### config.mk
export PLATFORM = sky130hd
export DESIGN_NAME = mem_addr_decoder
export DESIGN_NICKNAME = d
export VERILOG_FILES = /design/src/rtl/wait_timer.v /design/src/rtl/mem_addr_decoder.v
export VERILOG_INCLUDE_DIRS = /design/src /design/src/rtl
export SDC_FILE = /design/constraint.sdc
export NUM_CORES = 1
export LEC_CHECK = 0
export BUFFER_PORTS_ARGS = -buffer_cell sky130_fd_sc_hd__clkbuf_2
export CAP_MARGIN = 25
export CORE_MARGIN = 4
export CORE_UTILIZATION = 57
export CTS_CLUSTER_SIZE = 28
export DETAILED_ROUTE_END_ITERATION = 10
export PLACE_DENSITY_LB_ADDON = 0.2
export SLEW_MARGIN = 15
export SYNTH_ARGS = -nofsm -noshare
export SYNTH_HDL_FRONTEND = slang
export SYNTH_SLANG_ARGS = --single-unit
### constraint.sdc
create_clock -name aclk -period 4.1 [get_ports aclk]
set_input_delay 0.82 -clock aclk [delete_from_list [all_inputs] [get_ports aclk]]
set_output_delay 0.82 -clock aclk [all_outputs]
set_load 0.005 [all_outputs]
### src/rtl/addr_decoder_map.vh
// Address map, register layout and timing constants for the memory address decoder
`ifndef ADDR_DECODER_MAP_VH
`define ADDR_DECODER_MAP_VH

// CPU-side address map (byte addresses, 24 bits)
`define FLASH_LOW_BASE 24'h000000
`define FLASH_LOW_LAST 24'h007fff
`define FLASH_B4_BASE 24'h018000
`define FLASH_B4_LAST 24'h01ffff
`define FLASH_B5_BASE 24'h020000
`define FLASH_B5_LAST 24'h02ffff
`define TEST_FLASH_LAST 24'h001fff
`define RSV_FLASH_BASE 24'h030000
`define RSV_FLASH_LAST 24'h04ffff
`define RSV_IBUS_BASE 24'h050000
`define RSV_IBUS_LAST 24'h07ffff
`define RSV_IBUS_VALUE 16'h009b
`define DUAL_PORT_INTERNAL_RAM_BASE 24'h00f600
`define DUAL_PORT_INTERNAL_RAM_LAST 24'h00fdff
`define SFR_BASE 24'h00fe00
`define SFR_LAST 24'h00ffff
`define ESFR_BASE 24'h00f000
`define ESFR_LAST 24'h00f1ff
`define SMALL_RAM_BASE 24'h00e000
`define SMALL_RAM_LAST 24'h00e7ff
`define CAN1_BASE 24'h00ef00
`define CAN1_LAST 24'h00efff
`define CAN2_BASE 24'h00ee00
`define CAN2_LAST 24'h00eeff
`define LARGE_RAM_RESET_BASE 24'h090000

// Target codes
`define TGT_EXT 4'h0
`define TGT_FLASH 4'h1
`define TGT_TEST_FLASH 4'h2
`define TGT_DUAL_PORT_INTERNAL_RAM 4'h3
`define TGT_SMALL_RAM 4'h4
`define TGT_LARGE_RAM 4'h5
`define TGT_SFR 4'h6
`define TGT_CAN1 4'h7
`define TGT_CAN2 4'h8
`define TGT_RSV_IBUS 4'h9

// Config bit positions
`define SYSCFG_PERIPH_EN_BIT 2
`define PBCFG_CAN1_BIT 0
`define PBCFG_CAN2_BIT 1
`define PBCFG_SMALL_RAM_BIT 2
`define PBCFG_LARGE_RAM_BIT 3

// AXI4-Lite register byte offsets
`define REG_SYSTEM_CONFIG 12'h000
`define REG_PERIPH_BUS_CONFIG 12'h004
`define REG_LARGE_RAM_BASE 12'h008
`define REG_MODE 12'h00c
`define REG_STATUS 12'h010
`define REG_ACCESS_COUNT 12'h014

// Reset values
`define RST_SYSTEM_CONFIG 16'h0000
`define RST_PERIPH_BUS_CONFIG 16'h0000
`define RST_LARGE_RAM_BASE 16'h0009

// Wait states
`define WAIT_CAN 2'h2
`define WAIT_EXT_RAM 2'h0

`endif

### src/rtl/wait_timer.v
// Wait-state counter that completes an access after a given number of waits
`timescale 1ns/1ps
module wait_timer
(
	input wire aclk,
	input wire aresetn,
	input wire ce,
	input wire start,
	input wire [1:0] waits,
	output reg done
);
	reg [1:0] remaining;
	reg busy;
	always @(posedge aclk)
	begin
		if (!aresetn)
		begin
			remaining <= 2'h0;
			busy <= 1'b0;
			done <= 1'b0;
		end
		else if (ce)
		begin
			done <= 1'b0;
			if (start && !busy)
			begin
				if (waits == 2'h0)
					done <= 1'b1;
				else
				begin
					busy <= 1'b1;
					remaining <= waits;
				end
			end
			else if (busy)
			begin
				if (remaining == 2'h1)
				begin
					busy <= 1'b0;
					done <= 1'b1;
				end
				remaining <= remaining - 2'h1;
			end
		end
	end
endmodule // wait_timer

### src/rtl/mem_addr_decoder.v
// Memory address decoder with AXI4-Lite configuration registers
//
// The AXI4-Lite slave port and the register addresses were decided locally.
`timescale 1ns/1ps
`include "addr_decoder_map.vh"
module mem_addr_decoder
#(
	parameter ADDR_W = 24
)
(
	input wire aclk,
	input wire aresetn,
	input wire ce,
	input wire boot_mode,
	input wire cpu_req,
	input wire [ADDR_W-1:0] cpu_addr,
	input wire cpu_byte,
	output reg [3:0] target_sel,
	output reg target_valid,
	output reg [ADDR_W-1:0] target_addr,
	output reg cpu_ready,
	output reg [15:0] cpu_const_data,
	output reg const_data_valid,
	output reg byte_violation,
	input wire [11:0] s_axi_awaddr,
	input wire s_axi_awvalid,
	output reg s_axi_awready,
	input wire [31:0] s_axi_wdata,
	input wire [3:0] s_axi_wstrb,
	input wire s_axi_wvalid,
	output reg s_axi_wready,
	output reg [1:0] s_axi_bresp,
	output reg s_axi_bvalid,
	input wire s_axi_bready,
	input wire [11:0] s_axi_araddr,
	input wire s_axi_arvalid,
	output reg s_axi_arready,
	output reg [31:0] s_axi_rdata,
	output reg [1:0] s_axi_rresp,
	output reg s_axi_rvalid,
	input wire s_axi_rready
);
	localparam ST_IDLE = 2'h0;
	localparam ST_WAIT = 2'h1;
	localparam ST_DONE = 2'h2;

	reg [15:0] system_config_reg;
	reg [15:0] periph_bus_config_reg;
	reg [15:0] large_ram_base_select;
	reg [15:0] access_count;
	reg boot_latched;
	reg [1:0] state;
	reg [3:0] held_target;
	reg aw_held;
	reg w_held;
	reg [11:0] aw_addr_q;
	reg [31:0] w_data_q;
	reg [3:0] w_strb_q;
	reg [3:0] next_target;
	reg [1:0] next_waits;
	wire global_periph_bus_enable;
	wire small_ext_ram_enable;
	wire large_ext_ram_enable;
	wire first_can_window_enable;
	wire second_can_window_enable;
	wire timer_done;
	wire timer_start;

	assign global_periph_bus_enable = system_config_reg[`SYSCFG_PERIPH_EN_BIT];
	assign small_ext_ram_enable = periph_bus_config_reg[`PBCFG_SMALL_RAM_BIT];
	assign large_ext_ram_enable = periph_bus_config_reg[`PBCFG_LARGE_RAM_BIT];
	assign first_can_window_enable = periph_bus_config_reg[`PBCFG_CAN1_BIT];
	assign second_can_window_enable = periph_bus_config_reg[`PBCFG_CAN2_BIT];

	function in_range;
		input [23:0] a;
		input [23:0] lo;
		input [23:0] hi;
		begin
			in_range = (a >= lo) && (a <= hi);
		end
	endfunction

	// Large RAM base select holds address bits 23:16; 64K region, image every 16K
	function large_hit;
		input [23:0] a;
		input [15:0] base_sel;
		begin
			large_hit = (a[23:16] == base_sel[7:0]) && (a[13] == 1'b0);
		end
	endfunction

	// Priority chain; the first match wins so only one target is ever selected
	always @*
	begin
		next_target = `TGT_EXT;
		next_waits = 2'h0;
		if (boot_latched && in_range(cpu_addr, `FLASH_LOW_BASE, `TEST_FLASH_LAST))
			next_target = `TGT_TEST_FLASH;
		else if (in_range(cpu_addr, `FLASH_LOW_BASE, `FLASH_LOW_LAST)
			|| in_range(cpu_addr, `FLASH_B4_BASE, `FLASH_B4_LAST)
			|| in_range(cpu_addr, `FLASH_B5_BASE, `FLASH_B5_LAST))
			next_target = `TGT_FLASH;
		else if (in_range(cpu_addr, `RSV_FLASH_BASE, `RSV_FLASH_LAST))
			next_target = `TGT_FLASH;
		else if (in_range(cpu_addr, `RSV_IBUS_BASE, `RSV_IBUS_LAST))
			next_target = `TGT_RSV_IBUS;
		else if (in_range(cpu_addr, `DUAL_PORT_INTERNAL_RAM_BASE, `DUAL_PORT_INTERNAL_RAM_LAST))
			next_target = `TGT_DUAL_PORT_INTERNAL_RAM;
		else if (in_range(cpu_addr, `SFR_BASE, `SFR_LAST)
			|| in_range(cpu_addr, `ESFR_BASE, `ESFR_LAST))
			next_target = `TGT_SFR;
		else if (global_periph_bus_enable && first_can_window_enable
			&& in_range(cpu_addr, `CAN1_BASE, `CAN1_LAST))
		begin
			next_target = `TGT_CAN1;
			next_waits = `WAIT_CAN;
		end
		else if (global_periph_bus_enable && second_can_window_enable
			&& in_range(cpu_addr, `CAN2_BASE, `CAN2_LAST))
		begin
			next_target = `TGT_CAN2;
			next_waits = `WAIT_CAN;
		end
		else if (global_periph_bus_enable && small_ext_ram_enable
			&& in_range(cpu_addr, `SMALL_RAM_BASE, `SMALL_RAM_LAST))
		begin
			next_target = `TGT_SMALL_RAM;
			next_waits = `WAIT_EXT_RAM;
		end
		else if (global_periph_bus_enable && large_ext_ram_enable
			&& large_hit(cpu_addr, large_ram_base_select))
		begin
			next_target = `TGT_LARGE_RAM;
			next_waits = `WAIT_EXT_RAM;
		end
	end
	// Disabled small/large RAM ranges fall through to TGT_EXT

	assign timer_start = (state == ST_IDLE) && cpu_req;

	wait_timer u_wait_timer
	(
		.aclk(aclk),
		.aresetn(aresetn),
		.ce(ce),
		.start(timer_start),
		.waits(next_waits),
		.done(timer_done)
	);

	// CPU access sequencing
	always @(posedge aclk)
	begin
		if (!aresetn)
		begin
			state <= ST_IDLE;
			held_target <= `TGT_EXT;
			target_sel <= `TGT_EXT;
			target_valid <= 1'b0;
			target_addr <= {ADDR_W{1'b0}};
			cpu_ready <= 1'b0;
			cpu_const_data <= 16'h0000;
			const_data_valid <= 1'b0;
			byte_violation <= 1'b0;
			access_count <= 16'h0000;
			boot_latched <= 1'b0;
		end
		else if (ce)
		begin
			cpu_ready <= 1'b0;
			const_data_valid <= 1'b0;
			boot_latched <= boot_mode;
			case (state)
				ST_IDLE:
				begin
					if (cpu_req)
					begin
						held_target <= next_target;
						target_sel <= next_target;
						target_valid <= 1'b1;
						target_addr <= cpu_addr;
						// Byte access is legal everywhere except CAN windows
						if (cpu_byte && (next_target == `TGT_CAN1
							|| next_target == `TGT_CAN2))
							byte_violation <= 1'b1;
						state <= ST_WAIT;
					end
				end
				ST_WAIT:
				begin
					if (timer_done)
					begin
						cpu_ready <= 1'b1;
						target_valid <= 1'b0;
						if (held_target == `TGT_RSV_IBUS)
						begin
							cpu_const_data <= `RSV_IBUS_VALUE;
							const_data_valid <= 1'b1;
						end
						access_count <= access_count + 16'h0001;
						state <= ST_DONE;
					end
				end
				ST_DONE:
					state <= ST_IDLE;
				default:
					state <= ST_IDLE;
			endcase
		end
	end
	// Bit addressing never reaches extension RAM; no bit port exists

	// AXI4-Lite write path; address and data may arrive in either order
	always @(posedge aclk)
	begin
		if (!aresetn)
		begin
			s_axi_awready <= 1'b0;
			s_axi_wready <= 1'b0;
			s_axi_bvalid <= 1'b0;
			s_axi_bresp <= 2'h0;
			aw_held <= 1'b0;
			w_held <= 1'b0;
			aw_addr_q <= 12'h000;
			w_data_q <= 32'h00000000;
			w_strb_q <= 4'h0;
			system_config_reg <= `RST_SYSTEM_CONFIG;
			periph_bus_config_reg <= `RST_PERIPH_BUS_CONFIG;
			large_ram_base_select <= `RST_LARGE_RAM_BASE;
		end
		else if (ce)
		begin
			s_axi_awready <= !aw_held && !s_axi_awready && s_axi_awvalid && !s_axi_bvalid;
			s_axi_wready <= !w_held && !s_axi_wready && s_axi_wvalid && !s_axi_bvalid;
			if (s_axi_awvalid && s_axi_awready)
			begin
				aw_held <= 1'b1;
				aw_addr_q <= s_axi_awaddr;
			end
			if (s_axi_wvalid && s_axi_wready)
			begin
				w_held <= 1'b1;
				w_data_q <= s_axi_wdata;
				w_strb_q <= s_axi_wstrb;
			end
			if (aw_held && w_held && !s_axi_bvalid)
			begin
				aw_held <= 1'b0;
				w_held <= 1'b0;
				s_axi_bvalid <= 1'b1;
				s_axi_bresp <= 2'h0;
				case (aw_addr_q)
					`REG_SYSTEM_CONFIG:
					begin
						if (w_strb_q[0])
							system_config_reg[7:0] <= w_data_q[7:0];
						if (w_strb_q[1])
							system_config_reg[15:8] <= w_data_q[15:8];
					end
					`REG_PERIPH_BUS_CONFIG:
					begin
						if (w_strb_q[0])
							periph_bus_config_reg[7:0] <= w_data_q[7:0];
						if (w_strb_q[1])
							periph_bus_config_reg[15:8] <= w_data_q[15:8];
					end
					`REG_LARGE_RAM_BASE:
					begin
						if (w_strb_q[0])
							large_ram_base_select[7:0] <= w_data_q[7:0];
						if (w_strb_q[1])
							large_ram_base_select[15:8] <= w_data_q[15:8];
					end
					`REG_MODE, `REG_STATUS, `REG_ACCESS_COUNT:
						s_axi_bresp <= 2'h0;
					default:
						s_axi_bresp <= 2'h2;
				endcase
			end
			else if (s_axi_bvalid && s_axi_bready)
				s_axi_bvalid <= 1'b0;
		end
	end

	// AXI4-Lite read path
	always @(posedge aclk)
	begin
		if (!aresetn)
		begin
			s_axi_arready <= 1'b0;
			s_axi_rvalid <= 1'b0;
			s_axi_rdata <= 32'h00000000;
			s_axi_rresp <= 2'h0;
		end
		else if (ce)
		begin
			s_axi_arready <= !s_axi_arready && s_axi_arvalid && !s_axi_rvalid;
			if (s_axi_arvalid && s_axi_arready)
			begin
				s_axi_rvalid <= 1'b1;
				s_axi_rresp <= 2'h0;
				case (s_axi_araddr)
					`REG_SYSTEM_CONFIG:
						s_axi_rdata <= {16'h0000, system_config_reg};
					`REG_PERIPH_BUS_CONFIG:
						s_axi_rdata <= {16'h0000, periph_bus_config_reg};
					`REG_LARGE_RAM_BASE:
						s_axi_rdata <= {16'h0000, large_ram_base_select};
					`REG_MODE:
						s_axi_rdata <= {31'h00000000, boot_latched};
					`REG_STATUS:
						s_axi_rdata <= {24'h000000, byte_violation, state, target_valid,
							held_target};
					`REG_ACCESS_COUNT:
						s_axi_rdata <= {16'h0000, access_count};
					default:
					begin
						s_axi_rdata <= 32'h00000000;
						s_axi_rresp <= 2'h2;
					end
				endcase
			end
			else if (s_axi_rvalid && s_axi_rready)
				s_axi_rvalid <= 1'b0;
		end
	end
endmodule // mem_addr_decoder

# Word-level counts from Yosys, hierarchy flattened

Index checks and enable logic that the tools add are counted.

$add $sub $neg: 2
Order comparisons: 23
Eq/ne operators: 19
Multiplexer cells: 51
Bitwise logic cells: 1
Reductions and logical operators: 86

Operators with widths:

| operator                                                                           | count |
|---|---|
| 24-bit by 16-bit >= comparator with 1-bit output, second input constant            | 6 |
| 24-bit by 16-bit less-or-equal comparator with 1-bit output, second input constant | 6 |
| 16-bit one-hot mux with 6 select lines                                             | 1 |
| 12-bit by 4-bit == test with 1-bit output, second input constant                   | 4 |
| 12-bit by 5-bit == test with 1-bit output, second input constant                   | 4 |
| 24-bit by 18-bit >= comparator with 1-bit output, second input constant            | 2 |
| 24-bit by 19-bit less-or-equal comparator with 1-bit output, second input constant | 2 |
| 1-bit logical AND                                                                  | 40 |
| 4-bit AND reduction                                                                | 9 |
| 4-bit 2-to-1 mux                                                                   | 8 |
| 2-bit 2-to-1 mux                                                                   | 15 |
| 12-bit by 3-bit == test with 1-bit output, second input constant                   | 2 |
| 24-bit by 1-bit >= comparator with 1-bit output, second input constant             | 1 |
| 24-bit by 17-bit >= comparator with 1-bit output, second input constant            | 1 |
| 24-bit by 19-bit >= comparator with 1-bit output, second input constant            | 1 |
| 24-bit by 13-bit less-or-equal comparator with 1-bit output, second input constant | 1 |
| 24-bit by 15-bit less-or-equal comparator with 1-bit output, second input constant | 1 |
| 24-bit by 17-bit less-or-equal comparator with 1-bit output, second input constant | 1 |
| 24-bit by 18-bit less-or-equal comparator with 1-bit output, second input constant | 1 |
| 12-bit zero test                                                                   | 2 |
| 1-bit 2-to-1 mux                                                                   | 23 |
| 2-bit AND reduction                                                                | 9 |
| 16-bit by 1-bit adder with 16-bit output, second input constant                    | 1 |
| 3-bit AND reduction                                                                | 4 |
| 16 further kinds                                                                   | 37 |

Register bits: 177
Input port bits: 95
Output and inout port bits: 89
Logic and storage cells: 214

# Logic depth before layout (Yosys ltp)

Depth after elaboration: 17
Mapped depth: 7
Mapped depth without buffers: 6

# Modules after synthesis

From an unflattened synthesis, not the netlist that was laid out.

Cells, all modules: 826
Area, all modules: 7,314.5 µm²

Modules (own cells, without submodules):

| module           | instances | cells each | area each (µm²) | seq. area each (µm²) |
|---|---|---|---|---|
| mem_addr_decoder | 1         | 802        | 7,089.3         | 3,103.0 |
| wait_timer       | 1         | 24         | 225.2           | 80.1 |

# Least setup slack after synthesis

OpenSTA, ideal clock, no wires.

Path type: input to register
Start point: input ce
End point: register system_config_reg[0]
Library setup time: 0.128 ns
Data arrival time: 2.334 ns
Required time: 3.972 ns
Path slack: 1.639 ns
Cell stages on the path: 6
Path buffers: 1
Path through: nand4b_1 or4_1 or4_1 buf_4 mux2i_1 nor2_1

Cells in the longest elaborated chain, start to end: 1

Ends and longest elaborated chain:

| what                                 | line                   | text |
|---|---|---|
| start: declaration                   | mem_addr_decoder.v:13  | `input wire ce,` |
| 4-bit AND reduction (no source line) | -                      |  |
| end signal: assignment               | mem_addr_decoder.v:228 | `` system_config_reg <= `RST_SYSTEM_CONFIG; `` |
| end signal: assignment               | mem_addr_decoder.v:257 | `system_config_reg[7:0] <= w_data_q[7:0];` |
| end: declaration                     | mem_addr_decoder.v:47  | `reg [15:0] system_config_reg;` |

Every way passes these cells.
A chain may end at the register's enable or synchronous reset.

# Final worst setup path

Start point: register aw_addr_q[6]
End point: register system_config_reg[7]

Cells in the longest elaborated chain, start to end: 2

Ends and longest elaborated chain:

| what                                 | line                   | text |
|---|---|---|
| start: declaration                   | mem_addr_decoder.v:56  | `reg [11:0] aw_addr_q;` |
| start signal: assignment             | mem_addr_decoder.v:239 | `aw_addr_q <= s_axi_awaddr;` |
| 12-bit zero test                     | mem_addr_decoder.v:253 | `case (aw_addr_q)` |
| 4-bit AND reduction (no source line) | -                      |  |

Every way passes these cells.

==> flow_summary.ini <==
[drt]
totalWireLength_um = 17040
dr.pass1.iters = 5
num_vias = 6064
postRouteAntennaNets = 0
drt-vias-per-instance = 5.533
avgRoutedWirePerCell_um = 15.54
drtIter0Drc = 508
remaining_drc_errors = 0

[yosys]
synth_edf_count = 0
ys_seq_area_frac = 0.4572
syn_inst = 822
yosysTopAreaCell = dfxtp_1
ys.flop_type = dfxtp_1
ys.warnings.count = 0
syn_area_sq_mm = 0.006962
syn_avg_cell_area_sq_um = 8.469
synth_top_area_share = 0.4572
async_flop_share = 0
synth_cell_types = 48
synthTopCellsByArea = dfxtp_1 46%, mux2i_1 9.2%, nand2_1 8.0%
ys_ff_latch = 159

[cts]
cts.clk_slew.worst_paths_ns = 0.06
ctsHoldBuffers = 0
cts_tree = done
ctsResizeCount = 0
clkSinkCount = 159
cts_buffers = 17
htree_levels = 4
cts-root-buf = clkbuf_16
cts_setup_buffers = 0
worstSkewPairLatency_ns = 0.42
clk_path_buf_depth = 2

[final_layout]
fillers = 1038
n_antenna_cell = 0
nets = 1033
multi_input_area_sq_mm = 0.003463
largest_register = target_addr
area_growth_pct = 16.84
largest_reg_flops = 24
layout-drive-gt1-share = 0.1939
seq_area_sq_mm = 0.003183
finalNonFillerCells = 1096

[sta]
finClkSkew_ns = 0.006794
timing.final.crit_share = 0.6501
slew-limit-headroom = 0.3349
fin_ws_ns = 1.434
hold_violations = 0
holdWs_ns = 0.4533
maxSlewViolCount = 0
fin_crit_ns = 2.666
setup_viol = 0
worst_pin_slew_ns = 0.9977
rsz0062_at_grt = false
tns_ns = 0
max_freq_mhz = 375.2

[place]
dp.cells = 1064
hpwl_um = 12260
gp_congestion = 0.8032
dpl_worst_slack_ns = 1.100
io_buffer_count = 136

[power_and_ir_drop]
p_per_area_mw_per_mm2 = 395.5
p_leak_nw = 3.458
peakVddDrop_uv = 350.0

[grt]
antenna_found_initial = 0
grt_overflow = 0
grt_pass1_vias = 5714
grt_pass1_wl_um = 28210
grt_max_degree = 97
groute.usage.overall = 0.2466

[setup_path]
cp.arrival_ns = 2.92
reg2reg_to = system_config_reg[7]
cpMaxStageDelayCell = or4_1
r2r_slack_ns = 1.43
critPathMaxStageDelay_ns = 0.77
worstSetupEndpointType = register
cpMostUsedCell = or4_1
cp.required_ns = 4.36
path_max_fanout = 8
worstReg2RegStart = aw_addr_q[6]
start_kind = register
r2r_cells = 5
critPathKind = register to register
crit_chain = or4_4, or4_1, or4_1, mux2i_1, nor2_1

[floorplanning]
core-area_sq_mm = 0.01196
die_h_um = 118.5
die_w_um = 118.5
rows = 40
start_util = 0.5820
ios = 184
dieArea_sq_mm = 0.01405

[hold_path]
hold_path_depth = 2
holdCritPathClass = register to register
holdPathEnd = aw_addr_q[1]
min_from = aw_addr_q[1]

[run]
max_cap_viol_count = 0

[status]
status = complete, no violations
## synthesized netlist by cell type (6+ instances only)
| library cell | instances |
|---|---|
| nand2_1 | 148 |
| buf_4 | 34 |
| xnor2_1 | 9 |
| nand4_1 | 6 |
| nor2b_1 | 12 |
| nor2_1 | 104 |
| a31oi_1 | 8 |
| dfxtp_1 | 159 |
| nor3_1 | 13 |
| clkbuf_1 | 38 |
| o21ai_0 | 25 |
| mux4_2 | 6 |
| xor2_1 | 11 |
| a21oi_1 | 81 |
| nand3_1 | 23 |
| a221o_1 | 8 |
| nor4b_1 | 6 |
| mux2i_1 | 64 |
## routing by layer
layer | wire, um | GRT usage | vias to the layer above
met4 | 289 | 0.07893 | 0
met1 | 7348 | 0.3069 | 2879
met3 | 1140 | 0.08038 | 23
met5 | 0 | 0 | -
met2 | 8257 | 0.4066 | 161
li1 | - | - | 3001
## power by group
group | internal (mW) | switching [mW] | leakage (nW) | total, mW
combinational | 0.0791 | 0.126 | 1.91 | 0.205
clock | 0.834 | 0.593 | 0.264 | 1.43
sequential | 1.57 | 0.0181 | 1.29 | 1.59
total | 2.48 | 0.737 | 3.46 | 3.22
## worst max path at each step
stage,from,endpoint,slack [ns]
after global placement,ce,system_config_reg[4],1.14
after floorplan,ce,system_config_reg[0],1.64
after detailed placement,ce,system_config_reg[7],1.10
final,aw_addr_q[6],system_config_reg[7],1.43
after CTS,aw_addr_q[6],system_config_reg[6],1.44
after global routing,aw_addr_q[6],system_config_reg[1],1.32
## placed cells by master, fill, tap and decap left out, types with 6 or more instances in the layout
master     count
dfxtp_1      159
clkbuf_2     136
a21oi_1       81
nor3_1        13
conb_1        29
buf_4         10
mux4_2         6
a31oi_1        8
mux2i_1       64
clkinv_2       6
o21ai_0       25
xnor2_1        9
a221o_1        8
nor2b_1       12
clkbuf_16     17
nor2_1       104
nand3_1       23
nand2_1      148
nand4_1        6
xor2_1        11
## per-stage QoR
stage                     utilization  power [mW]  area, sq um
after floorplan                     -       1.750         7067
after detailed placement       0.6356       1.824         7602
after CTS                      0.6800       3.228         8134
final                          0.6800       3.217         8134
after global placement         0.6349       1.819         7595
after global routing           0.6800       3.329         8134
## worst max-delay path: cells and delay by family (launching register included)
family | cells | cell delay, ns
flops | 1 | 0.31
mux | 1 | 0.24
simple gates | 4 | 1.95
## layout make-up
cell class                      instances  share of cell area
Clock buffer                           26             0.06138
Clock inverter                          6            0.003999
Inverter                                4            0.002000
Multi-Input combinational cell        608              0.4258
Sequential cell                       159              0.3913
Tap cell                              147             0.02261
Timing Repair Buffer                  146             0.09291
## kinds of logic (layout without fill, tap and decap cells)
logic type      Yosys count  after routing  share of synthesized area
simple gates            349            349                     0.2250
fa+ha+maj                 2              2                   0.003594
mux                      70             70                     0.1114
compound gates          138            138                     0.1136
xor+xnor                 20             20                    0.02516
flops                   159            159                     0.4572
other cells               1             29                  0.0005387
buf+inv                  83            182                    0.06344
(Power assumes the default switching activity.)
